--- src/include/fd_monitor_pkg.sv ---
/*
 * Constants for the level alarm (fast detect) block: register offsets, field
 * positions, reset values and widths.
 * Assumes one clock domain at the converter output rate.
 */
package fd_monitor_pkg;
    localparam int ADDR_W = 12;
    localparam int THR_W = 13;
    localparam int DWELL_W = 16;
    localparam int MAG_W = 13;
    localparam int EVT_W = 3;
    // Printed offsets are not multiples of four: each is an index, byte address is four times it.
    localparam logic [ADDR_W-1:0] IDX_CONTROL = 12'h245;
    localparam logic [ADDR_W-1:0] IDX_UPPER_LOW = 12'h247;
    localparam logic [ADDR_W-1:0] IDX_UPPER_HIGH = 12'h248;
    localparam logic [ADDR_W-1:0] IDX_LOWER_LOW = 12'h249;
    localparam logic [ADDR_W-1:0] IDX_LOWER_HIGH = 12'h24A;
    localparam logic [ADDR_W-1:0] IDX_DWELL_LOW = 12'h24B;
    localparam logic [ADDR_W-1:0] IDX_DWELL_HIGH = 12'h24C;
    localparam logic [ADDR_W-1:0] IDX_SYNC_CONTROL = 12'h26F;
    localparam logic [ADDR_W-1:0] IDX_IRQ_STATUS = 12'h280;
    localparam logic [ADDR_W-1:0] IDX_IRQ_MASK = 12'h281;
    localparam logic [ADDR_W-1:0] IDX_ALARM_STATE = 12'h282;
    // Fast detect control fields.
    localparam int CTL_ENABLE = 0;
    localparam int CTL_FORCE_VAL = 2;
    localparam int CTL_FORCE = 3;
    localparam logic [7:0] CTL_MASK = 8'h0D;
    // Sync control fields.
    localparam int SYNC_EN = 0;
    localparam int SYNC_NEXT = 1;
    localparam logic [7:0] SYNC_MASK = 8'h03;
    localparam logic [7:0] HIGH_MASK = 8'h1F;
    // Event bits.
    localparam int EVT_RISE = 0;
    localparam int EVT_FALL = 1;
    localparam int EVT_SYNC = 2;
    localparam logic [7:0] RESET_VAL = 8'h00;
endpackage

--- src/hw/fd_monitor.sv ---
/*
 * Level alarm block for one converter channel: upper/lower threshold compare,
 * dwell hold, force override, signal monitor sync arming, and an Avalon-MM
 * register slave with a sticky interrupt status.
 * Assumes magnitude samples arrive on i_clk qualified by i_mag_valid and that
 * i_sysref is already synchronous to i_clk.
 */
`timescale 1ns/1ns
// Behaviour
// Each valid sample's magnitude is compared with the 13-bit upper threshold.
// Each threshold is split into a low byte and a high byte whose bits above [4:0] read zero.
// Each sample is also compared with the 13-bit lower threshold that governs release.
// A 16-bit dwell counter is loaded from the dwell low and high byte registers.
// The alarm pin falls only after the magnitude stays below the lower threshold for the full dwell.
// In next-sync mode only the first SYSREF edge after arming resynchronises the monitor.
// In next-sync mode the sync enable bit clears itself when that edge is seen.
// In continuous mode every SYSREF edge resyncs and the system keeps SYSREF a multiple of the period.
// With force set the pin shows the force value instead of the compare result.
// The sync enable bit arms resynchronisation, which needs the SYSREF input enabled.
// With fast detect disabled the pin is low and the dwell counter stays in reset; here a set force bit still drives the pin while disabled.
// A sample above the upper threshold sets the pin and reloads the dwell counter.
module fd_monitor (
    input wire logic i_clk,
    input wire logic i_arst_n,
    input wire logic [fd_monitor_pkg::ADDR_W+1:0] i_avs_address,
    input wire logic i_avs_read,
    input wire logic i_avs_write,
    input wire logic [31:0] i_avs_writedata,
    input wire logic [3:0] i_avs_byteenable,
    output logic [31:0] o_avs_readdata,
    output logic o_avs_waitrequest,
    input wire logic i_mag_valid,
    input wire logic [fd_monitor_pkg::MAG_W-1:0] i_mag,
    input wire logic i_sysref,
    input wire logic i_sysref_enable,
    output logic o_level_alarm_pin,
    output logic o_monitor_resync,
    output logic o_irq
);

    ////////////////////////////////////////////////////////////////////////////
    // Register storage.

    logic [7:0] control_ff;
    logic [7:0] upper_low_ff;
    logic [7:0] upper_high_ff;
    logic [7:0] lower_low_ff;
    logic [7:0] lower_high_ff;
    logic [7:0] dwell_low_ff;
    logic [7:0] dwell_high_ff;
    logic [7:0] sync_ctl_ff;
    logic [fd_monitor_pkg::EVT_W-1:0] irq_status_ff;
    logic [fd_monitor_pkg::EVT_W-1:0] irq_mask_ff;
    logic ack_ff;
    logic [31:0] rdata_ff;
    logic alarm_ff;
    logic [fd_monitor_pkg::DWELL_W-1:0] dwell_cnt_ff;
    logic sysref_prev_ff;
    logic resync_ff;

    logic [fd_monitor_pkg::ADDR_W-1:0] reg_idx;
    logic wr_en;
    logic rd_en;
    logic [fd_monitor_pkg::THR_W-1:0] upper_thr;
    logic [fd_monitor_pkg::THR_W-1:0] lower_thr;
    logic [fd_monitor_pkg::DWELL_W-1:0] dwell_load;
    logic fd_enable;
    logic sysref_edge;
    logic sync_hit;
    logic nxt_alarm;
    logic alarm_rise;
    logic alarm_fall;
    logic [fd_monitor_pkg::EVT_W-1:0] events;

    // Byte address to register index; low two bits are dropped, data sits in lane 0 except the alarm state read, which uses bits [16:0].
    function automatic logic [fd_monitor_pkg::ADDR_W-1:0] word_index(
        input logic [fd_monitor_pkg::ADDR_W+1:0] addr
    );
        word_index = addr[fd_monitor_pkg::ADDR_W+1:2];
    endfunction

    function automatic logic write_hits(input logic [fd_monitor_pkg::ADDR_W-1:0] idx,
                                        input logic [fd_monitor_pkg::ADDR_W-1:0] target);
        write_hits = (idx == target);
    endfunction

    assign reg_idx = word_index(i_avs_address);
    // A request is answered one cycle after it is first seen; waitrequest drops for that cycle.
    assign o_avs_waitrequest = (i_avs_read | i_avs_write) & ~ack_ff;
    assign wr_en = i_avs_write & ack_ff & i_avs_byteenable[0];
    assign rd_en = i_avs_read & ack_ff;

    // 13-bit thresholds assembled from byte pairs.
    assign upper_thr = {upper_high_ff[4:0], upper_low_ff};
    assign lower_thr = {lower_high_ff[4:0], lower_low_ff};
    // dwell load from two byte registers.
    assign dwell_load = {dwell_high_ff, dwell_low_ff};
    assign fd_enable = control_ff[fd_monitor_pkg::CTL_ENABLE];

    ////////////////////////////////////////////////////////////////////////////
    // Avalon-MM handshake.

    always_ff @(posedge i_clk or negedge i_arst_n) begin
        if (!i_arst_n) begin
            ack_ff <= 1'b0;
        end else begin
            ack_ff <= (i_avs_read | i_avs_write) & ~ack_ff;
        end
    end

    ////////////////////////////////////////////////////////////////////////////
    // Configuration registers.

    always_ff @(posedge i_clk or negedge i_arst_n) begin
        if (!i_arst_n) begin
            control_ff <= fd_monitor_pkg::RESET_VAL;
            upper_low_ff <= fd_monitor_pkg::RESET_VAL;
            upper_high_ff <= fd_monitor_pkg::RESET_VAL;
            lower_low_ff <= fd_monitor_pkg::RESET_VAL;
            lower_high_ff <= fd_monitor_pkg::RESET_VAL;
            dwell_low_ff <= fd_monitor_pkg::RESET_VAL;
            dwell_high_ff <= fd_monitor_pkg::RESET_VAL;
            irq_mask_ff <= '0;
        end else if (wr_en) begin
            case (reg_idx)
                fd_monitor_pkg::IDX_CONTROL: control_ff <= i_avs_writedata[7:0] & fd_monitor_pkg::CTL_MASK;
                fd_monitor_pkg::IDX_UPPER_LOW: upper_low_ff <= i_avs_writedata[7:0];
                // reserved high bits stay zero.
                fd_monitor_pkg::IDX_UPPER_HIGH: upper_high_ff <= i_avs_writedata[7:0] & fd_monitor_pkg::HIGH_MASK;
                fd_monitor_pkg::IDX_LOWER_LOW: lower_low_ff <= i_avs_writedata[7:0];
                fd_monitor_pkg::IDX_LOWER_HIGH: lower_high_ff <= i_avs_writedata[7:0] & fd_monitor_pkg::HIGH_MASK;
                fd_monitor_pkg::IDX_DWELL_LOW: dwell_low_ff <= i_avs_writedata[7:0];
                fd_monitor_pkg::IDX_DWELL_HIGH: dwell_high_ff <= i_avs_writedata[7:0];
                fd_monitor_pkg::IDX_IRQ_MASK: irq_mask_ff <= i_avs_writedata[fd_monitor_pkg::EVT_W-1:0];
                default: begin
                end
            endcase
        end
    end

    ////////////////////////////////////////////////////////////////////////////
    // Signal monitor synchronisation.

    assign sysref_edge = i_sysref & ~sysref_prev_ff;
    // arming needs the enable bit and an enabled SYSREF input.
    assign sync_hit = sysref_edge & i_sysref_enable & sync_ctl_ff[fd_monitor_pkg::SYNC_EN];

    always_ff @(posedge i_clk or negedge i_arst_n) begin
        if (!i_arst_n) begin
            sysref_prev_ff <= 1'b0;
        end else begin
            sysref_prev_ff <= i_sysref;
        end
    end

    // in next-sync mode the enable bit self-clears; the hardware clear wins a same-cycle write.
    always_ff @(posedge i_clk or negedge i_arst_n) begin
        if (!i_arst_n) begin
            sync_ctl_ff <= fd_monitor_pkg::RESET_VAL;
        end else if (sync_hit && sync_ctl_ff[fd_monitor_pkg::SYNC_NEXT]) begin
            sync_ctl_ff[fd_monitor_pkg::SYNC_EN] <= 1'b0;
        end else if (wr_en && write_hits(reg_idx, fd_monitor_pkg::IDX_SYNC_CONTROL)) begin
            sync_ctl_ff <= i_avs_writedata[7:0] & fd_monitor_pkg::SYNC_MASK;
        end
    end

    // next mode resyncs once then disarms; R8: continuous mode resyncs on every edge.
    always_ff @(posedge i_clk or negedge i_arst_n) begin
        if (!i_arst_n) begin
            resync_ff <= 1'b0;
        end else begin
            resync_ff <= sync_hit;
        end
    end
    assign o_monitor_resync = resync_ff;

    ////////////////////////////////////////////////////////////////////////////
    // Threshold compare and dwell.

    always_comb begin
        nxt_alarm = alarm_ff;
        if (!fd_enable) begin
            nxt_alarm = 1'b0;
        end else if (i_mag_valid) begin
            // R12: above the upper threshold sets the alarm.
            if (i_mag > upper_thr) begin
                nxt_alarm = 1'b1;
            // R5: release after a full dwell below the lower threshold.
            end else if (alarm_ff && (i_mag < lower_thr) && (dwell_cnt_ff == '0)) begin
                nxt_alarm = 1'b0;
            end
        end
    end

    always_ff @(posedge i_clk or negedge i_arst_n) begin
        if (!i_arst_n) begin
            alarm_ff <= 1'b0;
        end else begin
            alarm_ff <= nxt_alarm;
        end
    end

    // counter held clear while disabled. R12: reload on a high sample.
    // any sample at or above the lower threshold restarts the wait.
    always_ff @(posedge i_clk or negedge i_arst_n) begin
        if (!i_arst_n) begin
            dwell_cnt_ff <= '0;
        end else if (!fd_enable) begin
            dwell_cnt_ff <= '0;
        end else if (i_mag_valid) begin
            if ((i_mag > upper_thr) || (i_mag >= lower_thr)) begin
                dwell_cnt_ff <= dwell_load;
            end else if (dwell_cnt_ff != '0) begin
                dwell_cnt_ff <= dwell_cnt_ff - 1'b1;
            end
        end
    end

    // force overrides the compare result and the enable; R11: pin low while disabled unless forced.
    always_comb begin
        if (control_ff[fd_monitor_pkg::CTL_FORCE]) begin
            o_level_alarm_pin = control_ff[fd_monitor_pkg::CTL_FORCE_VAL];
        end else begin
            o_level_alarm_pin = alarm_ff & fd_enable;
        end
    end

    ////////////////////////////////////////////////////////////////////////////
    // Interrupts and read data.

    assign alarm_rise = nxt_alarm & ~alarm_ff;
    assign alarm_fall = ~nxt_alarm & alarm_ff & fd_enable;
    assign events = {sync_hit, alarm_fall, alarm_rise};

    // Reading the status clears the bits it returned, but an event in that same cycle is kept.
    always_ff @(posedge i_clk or negedge i_arst_n) begin
        if (!i_arst_n) begin
            irq_status_ff <= '0;
        end else if (rd_en && write_hits(reg_idx, fd_monitor_pkg::IDX_IRQ_STATUS)) begin
            // Only the bits captured into the read data are cleared, because an event that arrives
            // while the read waits is newer than the reported value and would otherwise be lost.
            irq_status_ff <= (irq_status_ff & ~rdata_ff[fd_monitor_pkg::EVT_W-1:0]) | events;
        end else begin
            irq_status_ff <= irq_status_ff | events;
        end
    end
    assign o_irq = |(irq_status_ff & irq_mask_ff);

    // Unmapped indices read as zero so software can probe the map safely.
    logic [31:0] nxt_rdata;
    always_comb begin
        nxt_rdata = 32'h0;
        case (reg_idx)
            fd_monitor_pkg::IDX_CONTROL: nxt_rdata[7:0] = control_ff;
            fd_monitor_pkg::IDX_UPPER_LOW: nxt_rdata[7:0] = upper_low_ff;
            fd_monitor_pkg::IDX_UPPER_HIGH: nxt_rdata[7:0] = upper_high_ff;
            fd_monitor_pkg::IDX_LOWER_LOW: nxt_rdata[7:0] = lower_low_ff;
            fd_monitor_pkg::IDX_LOWER_HIGH: nxt_rdata[7:0] = lower_high_ff;
            fd_monitor_pkg::IDX_DWELL_LOW: nxt_rdata[7:0] = dwell_low_ff;
            fd_monitor_pkg::IDX_DWELL_HIGH: nxt_rdata[7:0] = dwell_high_ff;
            fd_monitor_pkg::IDX_SYNC_CONTROL: nxt_rdata[7:0] = sync_ctl_ff;
            fd_monitor_pkg::IDX_IRQ_STATUS: nxt_rdata[fd_monitor_pkg::EVT_W-1:0] = irq_status_ff;
            fd_monitor_pkg::IDX_IRQ_MASK: nxt_rdata[fd_monitor_pkg::EVT_W-1:0] = irq_mask_ff;
            fd_monitor_pkg::IDX_ALARM_STATE: nxt_rdata[fd_monitor_pkg::DWELL_W:0] = {dwell_cnt_ff, alarm_ff};
            default: nxt_rdata = 32'h0;
        endcase
    end

    // Read data is registered when the request is first seen, so it stands at the waitrequest-low edge.
    always_ff @(posedge i_clk or negedge i_arst_n) begin
        if (!i_arst_n) begin
            rdata_ff <= 32'h0;
        end else if (i_avs_read && !ack_ff) begin
            rdata_ff <= nxt_rdata;
        end
    end
    assign o_avs_readdata = rdata_ff;

    ////////////////////////////////////////////////////////////////////////////
    // Checks.

    // a high sample raises the alarm on the next edge.
    chk_upper_sets_alarm: assert property (@(posedge i_clk) disable iff (!i_arst_n)
        (fd_enable && i_mag_valid && i_mag > upper_thr) |=> alarm_ff)
        else $error("alarm not set after sample above upper threshold");

    // alarm cannot fall while dwell counter is nonzero.
    chk_dwell_holds_alarm: assert property (@(posedge i_clk) disable iff (!i_arst_n)
        (alarm_ff && fd_enable && dwell_cnt_ff != '0) |=> alarm_ff || !$past(fd_enable) || !fd_enable)
        else $error("alarm released before dwell expired");

    // a sample at or above lower threshold keeps the alarm.
    chk_lower_keeps_alarm: assert property (@(posedge i_clk) disable iff (!i_arst_n)
        (alarm_ff && fd_enable && i_mag_valid && i_mag >= lower_thr) |=> alarm_ff)
        else $error("alarm dropped while at or above lower threshold");

    // counter reloads from the dwell registers.
    chk_dwell_reload: assert property (@(posedge i_clk) disable iff (!i_arst_n)
        (fd_enable && i_mag_valid && i_mag >= lower_thr) |=> dwell_cnt_ff == $past(dwell_load))
        else $error("dwell counter not reloaded");

    // disabled means pin low unless forced and counter clear.
    chk_disable_clears: assert property (@(posedge i_clk) disable iff (!i_arst_n)
        (!fd_enable && !control_ff[fd_monitor_pkg::CTL_FORCE]) |-> !o_level_alarm_pin ##1 (dwell_cnt_ff == '0))
        else $error("alarm active while fast detect disabled");

    // forced value drives the pin.
    chk_force_value: assert property (@(posedge i_clk) disable iff (!i_arst_n)
        control_ff[fd_monitor_pkg::CTL_FORCE] |-> o_level_alarm_pin == control_ff[fd_monitor_pkg::CTL_FORCE_VAL])
        else $error("pin not showing forced value");

    // next mode disarms after the sync edge.
    chk_next_disarms: assert property (@(posedge i_clk) disable iff (!i_arst_n)
        (sync_hit && sync_ctl_ff[fd_monitor_pkg::SYNC_NEXT]) |=> !sync_ctl_ff[fd_monitor_pkg::SYNC_EN])
        else $error("sync enable not cleared in next mode");

    // a resync pulse follows only an armed, enabled SYSREF edge.
    chk_resync_cause: assert property (@(posedge i_clk) disable iff (!i_arst_n)
        o_monitor_resync |-> $past(sysref_edge && i_sysref_enable && sync_ctl_ff[fd_monitor_pkg::SYNC_EN]))
        else $error("resync without armed SYSREF edge");

    // reserved high bits read zero.
    chk_high_reserved: assert property (@(posedge i_clk) disable iff (!i_arst_n)
        (upper_high_ff[7:5] == 3'h0) && (lower_high_ff[7:5] == 3'h0))
        else $error("reserved threshold bits set");

    // without SYSREF enabled no resync occurs.
    chk_sysref_gate: assert property (@(posedge i_clk) disable iff (!i_arst_n)
        !i_sysref_enable |=> !o_monitor_resync)
        else $error("resync with SYSREF input disabled");

    // status bits are sticky, so every event shows in the status on the next edge.
    chk_event_sticky: assert property (@(posedge i_clk) disable iff (!i_arst_n)
        (events != '0) |=> ((irq_status_ff & $past(events)) == $past(events)))
        else $error("event lost from interrupt status");

    // a status read clears the reported bits when no new event arrives with it.
    chk_status_read_clear: assert property (@(posedge i_clk) disable iff (!i_arst_n)
        (rd_en && reg_idx == fd_monitor_pkg::IDX_IRQ_STATUS && events == '0) |=>
            ((irq_status_ff & $past(rdata_ff[fd_monitor_pkg::EVT_W-1:0])) == '0))
        else $error("status bits not cleared by read");

endmodule // fd_monitor

--- config.mk ---
export PLATFORM = sky130hd
export DESIGN_NAME = fd_monitor
export DESIGN_NICKNAME = d
export VERILOG_FILES = /design/src/include/fd_monitor_pkg.sv /design/src/hw/fd_monitor.sv
export SDC_FILE = /design/constraint.sdc
export NUM_CORES = 1
export LEC_CHECK = 0
export BUFFER_PORTS_ARGS = -buffer_cell sky130_fd_sc_hd__buf_4
export CORE_MARGIN = 3
export CORE_UTILIZATION = 30
export DETAILED_ROUTE_END_ITERATION = 12
export GPL_TIMING_DRIVEN = 0
export PLACE_DENSITY = 0.51
export REMOVE_ABC_BUFFERS = 1
export SLEW_MARGIN = 20
export SYNTH_ARGS = -nofsm -noshare
export SYNTH_HDL_FRONTEND = slang
export SYNTH_SLANG_ARGS = --single-unit
--- constraint.sdc ---
create_clock -name i_clk -period 3.8 [get_ports i_clk]
set_clock_uncertainty 0.05 [all_clocks]
set_input_delay 0.76 -clock i_clk [delete_from_list [all_inputs] [get_ports i_clk]]
set_output_delay 0.76 -clock i_clk [all_outputs]
set_load 0.02 [all_outputs]
# Word-level counts from Yosys, hierarchy flattened
# Index checks and enable logic that the tools add are counted.
# classes
n_reduce_logical	22
add_sub_neg	1
n_eq_ne	13
n_shift	0
n_mux	15
n_bitwise	22
mul	0
order_cmp	3
div_mod_pow	0
# op_table
operator	count
12-bit by 10-bit == test with 1-bit output, second input constant	11
16-bit two-way mux	4
5-bit one-hot mux with 8 select lines	1
3-bit one-hot mux with 11 select lines	1
2-bit AND reduction	10
16-bit logical NOT	1
16-bit nonzero test	1
16-bit by 1-bit subtractor with 16-bit output, second input constant	1
13-bit greater-or-equal comparator	1
13-bit > comparator	1
13-bit less-than comparator	1
1-bit AND	11
9-bit two-way mux	1
1-bit two-way mux	7
3-bit AND	2
1-bit logical AND	6
3-bit OR	2
1-bit inverter	5
3-bit two-way mux	1
3-bit by 1-bit inequality test with 1-bit output, second input constant	1
3-bit inverter	1
3-bit OR reduction	1
2-bit inequality test, second input constant	1
2-bit nonzero test	1
3 further kinds	3
# word_totals
romBits	0
wordCells	93
ram_bits	0
n_memories	0
ff_bits	90
in_bits	70
latchBits	0
out_inout_bits	36

# Longest topological paths before layout
# logic_depth
ltp_word	12
mapped_depth	12
depth_no_buf	9

# Least setup slack after synthesis
# No wires, ideal clock.
# synth_path
path_type	input -> register
start	input port i_mag[11] (netlist name)
end	register dwell_cnt_ff[10] (netlist name)
setup_ns	0.144
t_arrival_ns	2.853
cell_stages	9
t_required_ns	3.606
path_slack_ns	0.753
path_buffers	1
cell_sequence	ha_1 -> a21oi_1 -> nand2_1 -> a221oi_1 -> a21oi_1 -> nor3_1 -> buf_2 -> mux2i_1 -> o22ai_2
# synth_between
elab_chain_len	5
elab_cells_between_ends	8
classes_between	order compare (2); eq/ne (1); mux (3); reduce/logical (2)
# synth_rtl
element	line_no	source
start: declaration	fd_monitor.sv:33	input wire logic [fd_monitor_pkg::MAG_W-1:0] i_mag,
13-bit > comparator or 13-bit greater-or-equal comparator (tied branches)	fd_monitor.sv:211	if ((i_mag > upper_thr) || (i_mag >= lower_thr)) begin
1-bit logical OR *	fd_monitor.sv:211	
16-bit two-way mux	fd_monitor.sv:211	
16-bit two-way mux	fd_monitor.sv:210	end else if (i_mag_valid) begin
16-bit two-way mux	fd_monitor.sv:208	end else if (!fd_enable) begin
end signal: assignment	fd_monitor.sv:212	dwell_cnt_ff <= dwell_load;
end signal: assignment	fd_monitor.sv:214	dwell_cnt_ff <= dwell_cnt_ff - 1'b1;
end: declaration	fd_monitor.sv:57	logic [fd_monitor_pkg::DWELL_W-1:0] dwell_cnt_ff;
# Mark *: on every way between the ends. The rest lies on a longest branch, timed or not. The select of a mux whose other input is x is not followed.
# A chain may end at the register's enable or synchronous reset.

# Worst setup path in the final report
# layout_path
start	input port i_mag[8] (netlist name)
end	register dwell_cnt_ff[3] (netlist name)
# The elaborated chain is that of the path after synthesis.

==> flow_metrics.tcl <==
set metrics [dict create \
    yosys-top-cells-area "dfrtp_1 (43%), ha_1 (6.4%), mux2i_1 (6.1%)" \
    yosysTopAreaCell "dfrtp_1" \
    avgViaCountPerCell 5.23 \
    yosys_warnings 0 \
    synth-compound-area-share 0.127 \
    min_period_over_period 0.930 \
    status "finished clean" \
    hold_viol_final 0 \
    use_met1 0.209 \
    synth_most_common_cell "dfrtp_1" \
    criticalPathCategory "in2reg" \
    syn_to_final_growth_pct 16.6 \
    drtIter0Drc 282 \
    grt-ovfl-total 0 \
    yosysSeqAreaShare 0.426 \
    holdPathEnd "o_avs_readdata[9]$_DFFE_PN0P_" \
    io_buffers 61 \
    reg2reg_setup_slack_ps 290 \
    synth_top_area_frac 0.426 \
    seq_area_um2 2250 \
    max_cap_violations 0 \
    cts_repair_resize_count 0 \
    slowest_delay_ps 680 \
    cp_slowest_cell "o21ai_1" \
    cts.sinks 90 \
    synth_seq_cells 90 \
    syn_avg_cell_area_um2 9.99 \
    hold_depth 2 \
    fp-row-count 47 \
    cp.required_ps 3940 \
    root_buffer "clkbuf_16" \
    io_pins 106 \
    worstReg2RegEnd "dwell_cnt_ff[2]$_DFFE_PN0P_" \
    dieHeight_um 139 \
    synth_async_sr_flop_share 1.00 \
    reg2reg_depth 9 \
    antenna_found_initial 0 \
    grt_max_degree 91 \
    fin_tns_setup_ps 0 \
    final_cell_area_um2 6160 \
    max_freq_mhz 283 \
    cts_tree "yes" \
    synthFlopType "dfrtp_1" \
    routedWlPerCell_um 18.2 \
    vias 4222 \
    post_cts.repair.setup_buffers 0 \
    synth_top_family_by_area "simple AND/OR/NAND/NOR gates" \
    worstPathMaxFanout 10 \
    relSlewSlack 0.325 \
    drcViolationCount 0 \
    cp-end-kind "flop" \
    fp.dieArea_um2 19300 \
    synth.area.mux_share 0.152 \
    crit_arrival_ps 3670 \
    crit_family "compound AO/OA/AOI/OAI gates" \
    period_needed_ps 3530 \
    synthesis.area_um2 5290 \
    crit_path_start_kind "primary input" \
    worst_pin_slew_ps 1010 \
    grt_use_met3 0.0197 \
    synth_xor_area_frac 0 \
    worstSkewPairLatency_ps 350 \
    setup_violations 0 \
    placed_cell_area_um2 5890 \
    clk_pin_slew_ps 60 \
    grt_pass1_vias 4275 \
    cts_buffer_depth 2 \
    diodes 0 \
    wirelength_um 14700 \
    nets 680 \
    p_leak_nw 2.93 \
    drv_slew 0 \
    core_area_um2 16900 \
    dp.final_hpwl_um 11200 \
    multi_input_area_um2 2740 \
    top_usage_layer "met2" \
    fp.dieW_um 139 \
    path_cells "buf_4, ha_1, nand2_1, o21ai_0, a221oi_1, a21oi_1, nor3_2, buf_6, buf_4, o21ai_1, o22ai_1" \
    hold_start "o_avs_readdata[9]$_DFFE_PN0P_" \
    critical_path_buf_inv_count 3 \
    cts-htree-levels 3 \
    grt_pass1_wl_um 23500 \
    netlist_top_cells_count "dfrtp_1 (90), nand2_1 (47), nor2_1 (41)" \
    crit_start "i_mag[8]" \
    fillers 1737 \
    synth_cell_types 62 \
    rr_startpoint "dwell_cnt_ff[0]$_DFFE_PN0P_" \
    gp_congestion 0.847 \
    ir_drop_mv 0.206 \
    worstHoldPathType "reg2reg" \
    rsz0062_at_grt "false" \
    synthAdderAreaFrac 0.0639 \
    synth-edff-count 0 \
    drive_gt1_frac 0.204 \
    cts_buffers 9 \
    syn_inst 529 \
    drtAntennaViolNets 0 \
    powerDensity_nw_per_um2 335 \
    holdBufCountCts 0 \
    drt-pass1-iter-count 5 \
    gr-usage-all-layers 0.153 \
    use_met2 0.246 \
    synthSimpleGateAreaFrac 0.163 \
    start_util 0.312 \
    crit_path_frequent_cell "buf_4" \
]
==> how the worst max path moves through the flow <==
stage	cells after the start	end
floorplan	8	dwell_cnt_ff[12]$_DFFE_PN0P_
global placement	9	dwell_cnt_ff[13]$_DFFE_PN0P_
detailed placement	11	dwell_cnt_ff[3]$_DFFE_PN0P_
CTS	9	dwell_cnt_ff[2]$_DFFE_PN0P_
global route	9	dwell_cnt_ff[8]$_DFFE_PN0P_
finish	11	dwell_cnt_ff[3]$_DFFE_PN0P_
==> metal layers <==
layer  vias up  part of all wire
met4         0             0.028
li1       1996                 -
met1      2078              0.47
met3        27             0.042
met5         -                 0
met2       121              0.46
==> cells by family (layout without fill, tap and decap cells) <==
kind of cell	count (synthesis)	after routing
AND/OR/NAND/NOR	166	166
AO/OA/AOI/OAI	99	99
flip-flops	90	90
multiplexers	75	75
buffers and inverters	71	115
other	1	15
adder cells (fa/ha/maj)	27	27
==> tightest hold or removal path: cells and delay by family (launching register included) <==
kind,cells,cell delay [ps]
DFF,1,340
and+or+nand+nor,2,90
==> area by class of cell <==
cell class,count,area share
clock buffer,12,0.0416
tap,220,0.0447
sequential,90,0.365
timing repair buffer,64,0.0798
multi-input combinational,382,0.444
clock inverter,3,0.00244
inverter,36,0.0219
==> power by group <==
group	switching (W)	total, W	internal [W]
sequential	0.0000117	0.000986	0.000974
clock	0.000359	0.000831	0.000472
combinational	0.000154	0.000248	0.0000941
total	0.000524	0.00206	0.00154
==> layout by cell type, fill, tap and decap left out, drive strengths merged, types with 5 or more instances in the layout <==
cell type	count
nand2b	6
nor4	6
clkbuf	12
inv	36
buf	64
or3	9
ha	27
nor3	8
mux2i	32
o21ai	20
conb	15
dfrtp	90
mux2	43
nor2	42
nand2	48
a21oi	24
o22ai	20
nand4	9
nand3	18
o31ai	5
==> sequential cells by signal (all words and copies together), names as in the netlist <==
signal            count
o_avs_readdata       17
dwell_cnt_ff         16
dwell_high_ff         8
dwell_low_ff          8
lower_low_ff          8
upper_low_ff          8
lower_high_ff         5
upper_high_ff         5
control_ff            3
irq_mask_ff           3
irq_status_ff         3
sync_ctl_ff           2
ack_ff                1
alarm_ff              1
o_monitor_resync      1
sysref_prev_ff        1
==> stage by stage <==
step | hold WS, ps | std cells | power (W) | worst slack [ps] | util
floorplan | 386 | 508 | 0.00112 | -756 | -
global placement | 405 | 789 | 0.00125 | -2150 | 0.346
detailed placement | 410 | 792 | 0.00126 | 5.03 | 0.348
CTS | 425 | 807 | 0.00210 | 283 | 0.364
global route | 456 | 807 | 0.00215 | 165 | 0.364
finish | 419 | 807 | 0.00206 | 266 | 0.364
No activity file was read; power rests on OpenSTA's default activity.
